<file path="src/rtl/pit_pkg.sv">
// constants shared by both ends of the interval timer link
package pit_pkg;
  // clock and prescaler
  localparam int unsigned SYS_CLK_HZ        = 25000000;
  localparam int unsigned PRESCALE_DIV      = 8;
  localparam logic [2:0]  PRESCALE_LAST     = 3'h7;
  localparam logic [2:0]  PRESCALE_START    = 3'h5;
  localparam logic [2:0]  MCYC_ADDR_PHASE   = 3'h1;
  localparam logic [2:0]  MCYC_DATA_PHASE   = 3'h5;
  // counter geometry
  localparam int unsigned CNT_STAGES        = 24;
  localparam int unsigned CNT_LOW_BYPASS    = 8;
  // control byte fields
  localparam int unsigned CTL_SEL_LSB       = 0;
  localparam int unsigned CTL_SEL_W         = 4;
  localparam int unsigned CTL_SHORT_BIT     = 4;
  localparam int unsigned CTL_SET_BIT       = 5;
  localparam int unsigned CTL_CLR_BIT       = 6;
  localparam int unsigned CTL_HOLD_BIT      = 7;
  localparam logic [7:0]  CTL_RESET_VAL     = 8'h40;
  // grouped i/o codes
  localparam logic [7:0]  GROUP_TIMER       = 8'h08;
  localparam logic [7:0]  GROUP_NONE        = 8'h00;
  localparam logic [2:0]  CMD_GROUP_SEL     = 3'h1;
  localparam logic [2:0]  CMD_TIMER_CTL     = 3'h3;
  // host software port
  localparam logic [1:0]  HOST_ADDR_CTL     = 2'h0;
  localparam logic [1:0]  HOST_ADDR_GROUP   = 2'h1;
  localparam logic [1:0]  HOST_ADDR_STATUS  = 2'h2;
endpackage

</file>
<file path="src/rtl/pit_link_if.sv">
// link between the host cpu end and the timer end
`timescale 1ns/1ps
interface pit_link_if;
  logic       io_strobe;
  logic [2:0] io_cmd;
  logic [7:0] io_data;
  logic       address_timing_pulse;
  logic       data_timing_pulse;
  logic       cpu_flag_line_two;
  logic       irq;
  modport timer (input io_strobe, io_cmd, io_data, address_timing_pulse, data_timing_pulse,
                 output cpu_flag_line_two, irq);
  modport host  (output io_strobe, io_cmd, io_data, address_timing_pulse, data_timing_pulse,
                 input cpu_flag_line_two, irq);
endinterface

</file>
<file path="src/rtl/pit_timer.sv">
// interval timer end: prescaler, 24-stage counter, flag flip-flop, group latch
`timescale 1ns/1ps
// Functional notes
// - prescaler divides system clock by eight
// - 24-stage counter with set, reset, pause
// - flag shown on flag two when grouped
// - control write clears flag and interrupt
// - host selects group 08 then command 3
// - bits 0-3 pick one of top 16
// - bit 4 bypasses eight low stages
// - bit 5 sets all, bit 6 clears
// - bit 7 holds count unchanged
// - free run gives square wave, flag per period
// - from zero full period, ones one tick
// - clear release starts one-shot from zero
// - selected stage falling ends shot, sets flag
// - set start output high, flag after one tick
// - clear or set restarts timing cycle
// - external clear pin acts like bit 6
// - selected output drives connector pin
// - restart at data pulse: first tick three clocks
// - one tick per machine cycle, mid cycle
// - counting ignores cpu wait states
// - control resets with clear set, pause not set
// - reset clears group select latch
module pit_timer (
  // clock and reset
  input  wire logic clk_in,
  input  wire logic resetn_in,
  // cpu link
  pit_link_if.timer link,
  // board pins
  input  wire logic ext_clear_in,
  input  wire logic irq_link_jumper_in,
  output logic      timer_out
);
  // control and group state
  logic [7:0]  ctl_r;
  logic [7:0]  ctl_nxt;
  logic [7:0]  group_r;
  logic [7:0]  group_nxt;
  // prescaler and counter state
  logic [2:0]  pre_r;
  logic [2:0]  pre_nxt;
  logic [23:0] cnt_r;
  logic [23:0] cnt_nxt;
  // output and flag state
  logic        out_r;
  logic        out_nxt;
  logic        flag_r;
  logic        flag_nxt;
  // decoded strobes and levels
  logic        grp_wr;
  logic        ctl_wr;
  logic        grouped;
  logic        force_set;
  logic        force_clr;
  logic        hold;
  logic        tick;
  logic        realign;
  logic        fall_evt;
  logic        sel_bit;
  logic [3:0]  sel_idx;
  logic [23:0] inc;

  assign grouped   = group_r == pit_pkg::GROUP_TIMER;
  assign grp_wr    = link.io_strobe && link.io_cmd == pit_pkg::CMD_GROUP_SEL;
  assign ctl_wr    = link.io_strobe && link.io_cmd == pit_pkg::CMD_TIMER_CTL
                     && grouped;
  assign force_set = ctl_r[pit_pkg::CTL_SET_BIT];
  assign force_clr = ctl_r[pit_pkg::CTL_CLR_BIT] || ext_clear_in;
  assign hold      = ctl_r[pit_pkg::CTL_HOLD_BIT];
  // realign only when leaving the clear-and-hold parking state in one write
  assign realign   = ctl_wr
                     && ctl_r[pit_pkg::CTL_CLR_BIT] && ctl_r[pit_pkg::CTL_HOLD_BIT]
                     && !link.io_data[pit_pkg::CTL_CLR_BIT]
                     && !link.io_data[pit_pkg::CTL_HOLD_BIT];
  // prescaler is free running so cpu wait states never stall it
  assign tick      = pre_r == pit_pkg::PRESCALE_LAST;
  assign sel_idx   = ctl_r[pit_pkg::CTL_SEL_LSB +: pit_pkg::CTL_SEL_W];

  // group latch
  always_comb begin
    group_nxt = group_r;
    if (grp_wr)
      group_nxt = link.io_data;
  end

  always_ff @(posedge clk_in) begin
    if (!resetn_in) begin
      group_r <= pit_pkg::GROUP_NONE;
    end else begin
      group_r <= group_nxt;
    end
  end

  // control byte
  always_comb begin
    ctl_nxt = ctl_r;
    if (ctl_wr)
      ctl_nxt = link.io_data;
  end

  always_ff @(posedge clk_in) begin
    if (!resetn_in) begin
      ctl_r <= pit_pkg::CTL_RESET_VAL;
    end else begin
      ctl_r <= ctl_nxt;
    end
  end

  // prescaler
  always_comb begin
    pre_nxt = pre_r + 3'h1;
    if (realign)
      pre_nxt = pit_pkg::PRESCALE_START;
  end

  always_ff @(posedge clk_in) begin
    if (!resetn_in) begin
      pre_r <= 3'h0;
    end else begin
      pre_r <= pre_nxt;
    end
  end

  // short mode adds one at stage 8, leaving the low stages frozen
  always_comb begin
    if (ctl_r[pit_pkg::CTL_SHORT_BIT])
      inc = 24'h000100;
    else
      inc = 24'h000001;
  end

  // selected stage is one of the top sixteen
  assign sel_bit = cnt_r[pit_pkg::CNT_LOW_BYPASS + sel_idx];

  // counter: clear beats set beats counting
  always_comb begin
    cnt_nxt = cnt_r;
    if (force_clr)
      cnt_nxt = 24'h000000;
    else if (force_set)
      cnt_nxt = 24'hffffff;
    else if (tick && !hold)
      cnt_nxt = cnt_r + inc;
  end

  always_ff @(posedge clk_in) begin
    if (!resetn_in) begin
      cnt_r <= 24'h000000;
    end else begin
      cnt_r <= cnt_nxt;
    end
  end

  // registered timer output
  always_comb begin
    out_nxt = sel_bit;
  end

  always_ff @(posedge clk_in) begin
    if (!resetn_in) begin
      out_r <= 1'b0;
    end else begin
      out_r <= out_nxt;
    end
  end

  // flag: one event per output period, so a missed clear never doubles it
  assign fall_evt = out_r && !sel_bit;
  always_comb begin
    flag_nxt = flag_r;
    // an event in the cycle of a control write wins over the clear
    if (fall_evt)
      flag_nxt = 1'b1;
    else if (ctl_wr)
      flag_nxt = 1'b0;
  end

  always_ff @(posedge clk_in) begin
    if (!resetn_in) begin
      flag_r <= 1'b0;
    end else begin
      flag_r <= flag_nxt;
    end
  end

  assign timer_out              = out_r;
  assign link.cpu_flag_line_two = flag_r && grouped;
  assign link.irq               = flag_r && irq_link_jumper_in;
endmodule // pit_timer

</file>
<file path="src/flat_wrapper.sv">
// flat-port wrapper written by rule: the top's interface ports become plain ports
module pit_timer_flat 
  (clk_in, resetn_in, ext_clear_in, irq_link_jumper_in, timer_out, link_io_strobe, link_io_cmd, link_io_data, link_address_timing_pulse, link_data_timing_pulse, link_cpu_flag_line_two, link_irq);
  pit_link_if link_i ();
  input  wire logic clk_in;
  input  wire logic resetn_in;
  input  wire logic ext_clear_in;
  input  wire logic irq_link_jumper_in;
  output logic timer_out;
  input wire logic [$bits(link_i.io_strobe)-1:0] link_io_strobe;
  input wire logic [$bits(link_i.io_cmd)-1:0] link_io_cmd;
  input wire logic [$bits(link_i.io_data)-1:0] link_io_data;
  input wire logic [$bits(link_i.address_timing_pulse)-1:0] link_address_timing_pulse;
  input wire logic [$bits(link_i.data_timing_pulse)-1:0] link_data_timing_pulse;
  output wire logic [$bits(link_i.cpu_flag_line_two)-1:0] link_cpu_flag_line_two;
  output wire logic [$bits(link_i.irq)-1:0] link_irq;
  assign link_i.io_strobe = link_io_strobe;
  assign link_i.io_cmd = link_io_cmd;
  assign link_i.io_data = link_io_data;
  assign link_i.address_timing_pulse = link_address_timing_pulse;
  assign link_i.data_timing_pulse = link_data_timing_pulse;
  assign link_cpu_flag_line_two = link_i.cpu_flag_line_two;
  assign link_irq = link_i.irq;
  pit_timer u_core (.clk_in(clk_in), .resetn_in(resetn_in), .link(link_i), .ext_clear_in(ext_clear_in), .irq_link_jumper_in(irq_link_jumper_in), .timer_out(timer_out));
endmodule
</file>
<file path="config.mk">
export PLATFORM = sky130hd
export DESIGN_NAME = pit_timer_flat
export DESIGN_NICKNAME = d
export VERILOG_FILES = /design/src/rtl/pit_pkg.sv /design/src/rtl/pit_link_if.sv /design/src/rtl/pit_timer.sv /design/src/flat_wrapper.sv
export SDC_FILE = /design/constraint.sdc
export NUM_CORES = 1
export LEC_CHECK = 0
export ABC_AREA = 1
export BUFFER_PORTS_ARGS = -buffer_cell sky130_fd_sc_hd__buf_2
export CORE_MARGIN = 8
export CORE_UTILIZATION = 53
export DETAILED_ROUTE_END_ITERATION = 7
export PLACE_DENSITY = 0.78
export SYNTH_ARGS = -nofsm -noshare
export SYNTH_HDL_FRONTEND = slang
export SYNTH_SLANG_ARGS = --single-unit
</file>
<file path="constraint.sdc">
create_clock -name clk_in -period 1.6 [get_ports clk_in]
set_input_delay 0.16 -clock clk_in [delete_from_list [all_inputs] [get_ports clk_in]]
set_output_delay 0.16 -clock clk_in [all_outputs]
set_load 0.05 [all_outputs]
</file>
; Word-level counts from Yosys, hierarchy flattened
; Cells that the tools add are included.
[word_totals]
regBits = 45
romBits = 0
latchBits = 0
n_memories = 0
mem_bits_rw = 0
output_inout_bits = 3
elab_cells = 44
inputBits = 18
[classes]
magnitude_cmp = 1
eq_ne = 4
reduce_logical = 20
div = 0
bitwise_logic = 1
muxes = 8
n_mul = 0
add_sub_neg = 3
shifts = 0
[ops]
columns = op, count
row1 = $mux W24, 2
row2 = $lt A32 B6 Y1 const B, 1
row3 = $add A24 B9 Y24, 1
row4 = $logic_and A1 B1 Y1, 11
row5 = $mux W9, 1
row6 = $eq A8 B4 Y1 const B, 1
row7 = $add A4 B4 Y5 const A, 1
row8 = $bmux W1 S5, 1
row9 = $logic_not A1 Y1, 4
row10 = $reduce_bool A2 Y1, 2
row11 = $reduce_or A2 Y1, 2
row12 = $add A3 B1 Y3 const B, 1
row13 = $eq A3 B1 Y1 const B, 1
row14 = $eq A3 B2 Y1 const B, 1
row15 = $eq A3 B3 Y1 const B, 1
row16 = $mux W1, 3
row17 = $mux W3, 1
row18 = $logic_or A1 B1 Y1, 1
row19 = $not A1 Y1, 1

; Longest topological paths before layout
; Gate-level depths: netlist of the first run.
[depth]
depth_word = 8
ltp_mapped = 12
ltp_nobuf = 12

; Least setup slack after synthesis of the first run
; No wires, ideal clock.
[synth_timing]
path_kind = flip-flop to flip-flop
from = register u_core.ctl_r[4]
to = register u_core.cnt_r[22]
path_slack_ns = 0.124
t_required_ns = 1.491
path_stages_with_launch = 13
setup_time_ns = 0.109
arrival_time_ns = 1.367
period_less_slack_ns = 1.476
path_buffers = 0
cell_sequence = dfxtp_1 inv_1 ha_1 ha_1 inv_1 nor3_2 nand3_1 nand2_1 nand2_1 nand2_1 nand3_1 nand2_1 inv_1
[synth_between]
elab_chain_len = 4
[synth_rtl]
columns = element, line
row1 = "start, declared", pit_timer.sv:38  ; logic [7:0] ctl_r;
row2 = "start signal, assigned", pit_timer.sv:106  ; ctl_r <= pit_pkg::CTL_RESET_VAL;
row3 = "start signal, assigned", pit_timer.sv:108  ; ctl_r <= ctl_nxt;
row4 = $mux W9, pit_timer.sv:129  ; if (ctl_r[pit_pkg::CTL_SHORT_BIT])
row5 = $add A24 B9 Y24, pit_timer.sv:146  ; cnt_nxt = cnt_r + inc;
row6 = $mux W24, pit_timer.sv:145  ; else if (tick && !hold)
row7 = $mux W24, pit_timer.sv:143  ; else if (force_set)
row8 = "end signal, assigned", pit_timer.sv:153  ; cnt_r <= cnt_nxt;
row9 = "end, declared", pit_timer.sv:45  ; logic [23:0] cnt_r;
; Every way passes these cells. The select of a mux whose other input is x is not followed.
; A chain may end at the register's enable or synchronous reset.

; Worst setup path after layout of the first run
[layout_timing]
from = register u_core.group_r[5]
to = output port link_cpu_flag_line_two
[layout_between]
elab_chain_len = 2
[layout_rtl]
columns = element, line
row1 = "start, declared", pit_timer.sv:40  ; logic [7:0] group_r;
row2 = "start signal, assigned", pit_timer.sv:91  ; group_r <= pit_pkg::GROUP_NONE;
row3 = "start signal, assigned", pit_timer.sv:93  ; group_r <= group_nxt;
row4 = $eq A8 B4 Y1, pit_timer.sv:66  ; assign grouped = group_r == pit_pkg::GROUP_TIMER;
row5 = $logic_and A1 B1 Y1, pit_timer.sv:190  ; assign link.cpu_flag_line_two = flag_r && grouped;
row6 = "end, declared", flat_wrapper.sv:15  ; output wire logic [$bits(link_i.cpu_flag_line_two)-1:0] link_cpu_flag_line_two;
; Every way passes these cells.

==> flow_metrics.py, run 1 <==
metrics = {
    "sta": {
        "hold_viol": 0,
        "worst_slew_pin_slew_ns": 0.538,
        "setup_violations": 0,
        "layout_setup_ws_ns": 0.0309,
        "whs_ns": 0.0953,
        "drv_slew": 0,
        "rsz0062_at_grt": "yes",
        "fin_crit_sh_pct": 98.1,
        "clock_skew_ns": 0.0134,
        "max_freq_mhz": 637,
        "relSlewSlack_pct": 63.9,
        "min_period_ns": 1.57,
        "final.setup.tns_ns": 0,
    },
    "power": {
        "p_per_area_nw_per_um2": 691,
        "swShare_pct": 22.0,
        "comb_power_share_pct": 3.8,
        "power_leakage_nw": 1.34,
        "p_clk_share_pct": 41.8,
        "peakVddDrop_mv": 0.536,
        "report.power.total_mw": 2.10,
        "switchingPower_uw": 462,
        "seqPwrFrac_pct": 54.4,
        "p_int_mw": 1.64,
    },
    "global_routing": {
        "met1_usage_pct": 18.6,
        "grt_overflow": 0,
        "first_global_vias": 2309,
        "grtUsageMet2_pct": 27.6,
        "antenna_found_initial": 0,
        "use_met3_pct": 5.57,
        "grt_max_degree": 20,
        "grtUsageTotal_pct": 16.5,
        "busiest_layer": "met2",
        "grt_pass1_wl_mm": 9.79,
    },
    "cts": {
        "insertion_delay_ns": 0.31,
        "cts-htree-levels": 2,
        "ctsHoldBuffers": 0,
        "clkSlewWorstSetupHoldPaths_ns": 0.09,
        "cts_buffers": 5,
        "clock-sinks": 45,
        "cts.path.max_buffers": 2,
        "clockRootBuffer": "clkbuf_8",
        "cts_tree": "done",
    },
    "synthesis": {
        "synth_warnings": 0,
        "synthCells": 363,
        "synth_compound_area_share_pct": 13.2,
        "synth_mux_area_share_pct": 0,
        "yosysSeqAreaShare_pct": 36.8,
        "synthXorXnorAreaFrac_pct": 0.716,
        "synth-seq-cells": 45,
        "synth.distinct_cells": 33,
        "syn_nets": 386,
        "synth-simple-area-share_pct": 36.7,
        "synthAdderAreaFrac_pct": 2.56,
        "synth_top_family_by_area": "simple AND/OR/NAND/NOR gates",
        "syn_area_um2": 2450,
        "synth_area_per_cell_um2": 6.74,
    },
    "floorplan": {
        "coreArea_um2": 4410,
        "fp.dieArea_um2": 7050,
        "die_width_um": 84.0,
        "row_count": 24,
        "start_util_pct": 55.4,
        "die-height_um": 84.0,
        "ioPinCount": 21,
    },
    "hold_path": {
        "hold_class": "in2reg",
    },
    "routing": {
        "drc_errors": 0,
        "ant_nets": 0,
        "wl_per_cell_um": 13.2,
        "routed_wl_mm": 6.00,
        "drt_iter0_markers": 171,
        "viasPerCell": 5.42,
        "routed-via-count": 2466,
        "dr.pass1.iters": 4,
    },
    "cells_and_area": {
        "final_cell_mix": "nand2_1, inv_1, dfxtp_1",
        "layout_commonest_cell": "nand2_1",
        "nNetsFinal": 425,
        "stdcell_area_um2": 3040,
        "antenna-diode-count": 0,
        "syn_to_final_growth_pct": 24.3,
        "drive_gt1_share_pct": 24.6,
    },
    "placed_design": {
        "gp_congestion": 0.867,
        "dp_slack_ns": -0.00456,
        "place_hpwl_mm": 4.33,
        "placed_area_um2": 2670,
        "port_buffers": 18,
    },
    "status": {
        "outcome": "completed",
    },
    "worst_setup_path": {
        "cp_max_fo": 2,
        "end_kind": "output port",
        "cp.required_ns": 1.44,
        "arrival_ns": 1.41,
        "path_class": "reg2out",
        "start_kind": "flip-flop",
    },
    "job": {
        "cap_violations": 0,
    },
}
-- cells in the mapped netlist (all sizes together) --
| cell type | instances | area [um2] |
|---|---|---|
| nand2 | 82 | 333 |
| inv | 53 | 199 |
| dfxtp | 45 | 901 |
| nor2 | 42 | 178 |
| nand3 | 37 | 190 |
| o21ai | 28 | 140 |
| a21oi | 24 | 128 |
| nand4 | 13 | 81.3 |
| nor3 | 8 | 66.3 |
| buf | 7 | 38.8 |
| ha | 5 | 62.6 |
| a31oi | 3 | 18.8 |
| nand3b | 3 | 22.5 |
| o211ai | 3 | 22.5 |
| o21a | 2 | 15.0 |
| or2 | 2 | 12.5 |
| xnor2 | 2 | 17.5 |
| and2 | 1 | 6.26 |
| clkbuf | 1 | 3.75 |
| clkinv | 1 | 3.75 |
| nor3b | 1 | 7.51 |
-- layout make-up --
cell class                      count  area, um2
Fill cell                         347       1370
Clock inverter                      3       43.8
Clock buffer                        5       68.8
Sequential cell                    45        907
Multi-Input combinational cell    256       1470
Timing Repair Buffer               40        282
Tap cell                           52       65.1
Inverter                           54        210
-- registers in the layout, summed over array words and instances, names as in the netlist --
register / cells
u_core.group_r: 8
u_core.ctl_r: 8
u_core.flag_r: 1
u_core.cnt_r: 24
u_core.timer_out: 1
u_core.pre_r: 3
-- critical path, cell delays in order, from the launching register on --
cell and delay (ns):
dfxtp_2 0.33, nor2_1 0.10, nand2_1 0.08, nor3_2 0.19
buf_4 0.15, and2_4 0.13, buf_8 0.14
-- path summary, 6_finish.rpt --
kind | slack (ns) | cells after the start | startpoint | to
setup reg to reg | 0.06 | 10 | u_core.ctl_r[4] | u_core.cnt_r[10]
hold / removal | 0.1 | 3 | link_io_data[4] | u_core.group_r[4]
hold reg to reg | 0.48 | 2 | u_core.ctl_r[3] | u_core.ctl_r[3]
setup / recovery | 0.03 | 6 | u_core.group_r[5] | link_cpu_flag_line_two
-- power by group through the flow --
stage	sequential, mW	combinational (mW)	clock [mW]
final	1.14	0.0808	0.878
after global routing	1.15	0.0905	0.934
after CTS	1.14	0.0752	0.901
after detailed placement	1.17	0.0753	0
after global placement	1.16	0.0735	0
after floorplan	1.16	0.0417	0
-- kinds of logic (layout without fill, tap and decap cells) --
logic type	after synthesis	count (layout)
AND/OR/NAND/NOR	189	189
XOR/XNOR	2	2
adder cells (fa/ha/maj)	5	5
flip-flops	45	45
buffers and inverters	62	102
AO/OA/AOI/OAI	60	60
-- through the flow --
stage / std cells / util, %
finish: 455 / 68.9
global route: 455 / 68.9
CTS: 448 / 63.4
detailed placement: 439 / 60.4
global placement: 439 / 60.4
floorplan: 363 / -
-- per-layer routing --
metal  routed length (um)  share of wire [%]  vias up
met5                    0                  0        -
met4                  159                2.6        0
met3                  388                6.5       14
met2                 2860                 48       72
met1                 2600                 43     1114
li1                     -                  -     1266
-- what timing repair did --
item                                    CTS  global route
endpoints found under the setup margin    4            22
gates resized for setup                   3            42
hold endpoints to repair                  0             0
pin swaps                                 0            25
cloned                                    0             0
setup buffers                             1             7
(Power assumes the default switching activity.)
==> inputs of run 2 (changes only) <==
Settings changed: CTS_BUF_LIST set to sky130_fd_sc_hd__clkbuf_16.
==> run 2 against run 1 <==
Effect of this change:
- worst setup slack improved by 0.011 ns
- count of clock-buffer cells in the layout did not move
- die area unchanged
- first-iteration DRC count rose by 18%
- sequential power about the same
- sequential share of layout area fell by 0.19 points
- combinational power down 0.5%
- worst hold slack improved by 0.020 ns
==> flow_metrics.py, run 2 (synthesis gave the netlist of run 1 again) <==
metrics = {
    "status": {
        "outcome": "completed",
    },
    "floorplan": {
        "ioPinCount": 21,
        "die-height_um": 84.0,
        "coreArea_um2": 4410,
        "row_count": 24,
        "fp.dieArea_um2": 7050,
        "start_util_pct": 55.4,
        "die_width_um": 84.0,
    },
    "sta": {
        "drv_slew": 0,
        "clock_skew_ns": 0.00812,
        "setup_violations": 0,
        "whs_ns": 0.115,
        "relSlewSlack_pct": 63.4,
        "max_freq_mhz": 642,
        "rsz0062_at_grt": "yes",
        "fin_crit_sh_pct": 97.4,
        "worst_slew_pin_slew_ns": 0.545,
        "hold_viol": 0,
        "min_period_ns": 1.56,
    },
    "global_routing": {
        "grt_max_degree": 20,
        "grt_overflow": 0,
        "first_global_vias": 2299,
        "grt_pass1_wl_mm": 9.83,
        "antenna_found_initial": 0,
        "grtUsageTotal_pct": 16.4,
    },
    "routing": {
        "ant_nets": 0,
        "drt_iter0_markers": 202,
        "viasPerCell": 5.45,
        "routed_wl_mm": 6.06,
        "routed-via-count": 2480,
        "dr.pass1.iters": 5,
        "wl_per_cell_um": 13.3,
        "drc_errors": 0,
    },
    "worst_setup_path": {
        "end_kind": "flip-flop",
        "cp_max_fo": 4,
        "path_class": "reg2reg",
        "arrival_ns": 1.74,
        "reg2reg_from": "u_core.ctl_r[4]",
        "r2r_end": "u_core.cnt_r[13]",
        "start_kind": "flip-flop",
        "cp.required_ns": 1.79,
        "ff2ff_path_depth": 10,
        "ff2ff_setup_slack_ns": 0.04,
    },
    "cts": {
        "clockRootBuffer": "clkbuf_16",
        "cts.path.max_buffers": 2,
        "cts-htree-levels": 2,
        "clkSlewWorstSetupHoldPaths_ns": 0.07,
        "cts_tree": "done",
        "ctsHoldBuffers": 0,
        "cts_buffers": 5,
        "insertion_delay_ns": 0.29,
        "clock-sinks": 45,
    },
    "power": {
        "power_leakage_nw": 1.36,
        "peakVddDrop_mv": 0.611,
        "p_per_area_nw_per_um2": 787,
        "report.power.total_mw": 2.41,
    },
    "placed_design": {
        "place_hpwl_mm": 4.33,
        "gp_congestion": 0.867,
        "port_buffers": 18,
    },
    "job": {
        "cap_violations": 0,
    },
    "cells_and_area": {
        "layout_commonest_cell": "nand2_1",
        "antenna-diode-count": 0,
        "regMostFlops": "u_core.cnt_r",
        "final_cell_mix": "nand2_1, inv_1, dfxtp_1",
        "reg_top3": "u_core.cnt_r (24), u_core.ctl_r (8), u_core.group_r (8)",
        "nNetsFinal": 425,
        "syn_to_final_growth_pct": 24.9,
        "largest_register_ffs": 24,
        "drive_gt1_share_pct": 24.1,
    },
    "hold_path": {
        "hold_end": "u_core.group_r[4]",
        "hold_class": "in2reg",
        "holdPathStages": 3,
        "hp-start": "link_io_data[4]",
    },
}
-- run 2: cell counts in the layout (fill, tap and decap cells not counted) --
No cell type changed its count.
-- run 2: final cells by class --
cell class              instances  area, um2
clock buffers                   5        125
clock inverters                 3       43.8
flip-flops and latches         45        906
well taps                      52       65.1
fillers                       337       1360
inverters                      54        205
repair buffers                 40        262
multi-input cells             256       1450
-- run 2: worst max path at each step --
| stage | from | endpoint | slack (ns) | cells after the start |
|---|---|---|---|---|
| finish | u_core.ctl_r[4] | u_core.cnt_r[13] | 0.04 | 10 |
| global route | u_core.ctl_r[4] | u_core.cnt_r[12] | -0.05 | 10 |
| CTS | u_core.cnt_r[8] | u_core.cnt_r[10] | 0.002 | 10 |
| detailed placement | u_core.pre_r[0] | u_core.cnt_r[23] | -0.005 | 11 |
| global placement | u_core.ctl_r[4] | u_core.cnt_r[22] | 0.03 | 12 |
| floorplan | u_core.ctl_r[4] | u_core.cnt_r[22] | 0.12 | 12 |
-- run 2: metrics by stage --
step | TNS (ns) | instance area, um2 | cells | utilization [%] | setup slack (ns)
2_1_floorplan | 0 | 2450 | 363 | - | 0.124
3_3_place_gp | 0 | 2670 | 439 | 60.4 | 0.0277
3_5_place_dp | -0.00456 | 2670 | 439 | 60.4 | -0.00456
4_1_cts | 0 | 2850 | 448 | 64.5 | 0.00162
5_1_grt | -0.207 | 3060 | 455 | 69.3 | -0.0511
6_report | 0 | 3060 | 455 | 69.3 | 0.0422
-- run 2: repair_timing --
action	4_1_cts	5_1_grt
buffers inserted	1	7
resized for setup	2	35
endpoints found under the setup margin	4	23
pin swaps	0	19
-- run 2: report_power, final --
group          switching [mW]  internal (mW)
sequential            0.00948           1.13
combinational          0.0427         0.0377
clock                   0.442          0.739
-- run 2: metal layers --
layer / wire, um / vias to the layer above / GRT usage, %
met5: 0 / - / 0
met4: 85 / 0 / 6.12
met3: 401 / 9 / 4.49
met2: 2940 / 92 / 28.1
met1: 2630 / 1116 / 18.9
li1: - / 1263 / -
-- run 2: worst max-delay path, cell delays in order (launching register included) --
cell and delay (ns):
dfxtp_2 0.34, ha_4 0.29, nand2_1 0.07, nor2_1 0.11
nand2_1 0.10, nand2_2 0.11, nand2_2 0.08, o21ai_1 0.12
nand3_1 0.09, nand2_1 0.10, inv_1 0.05
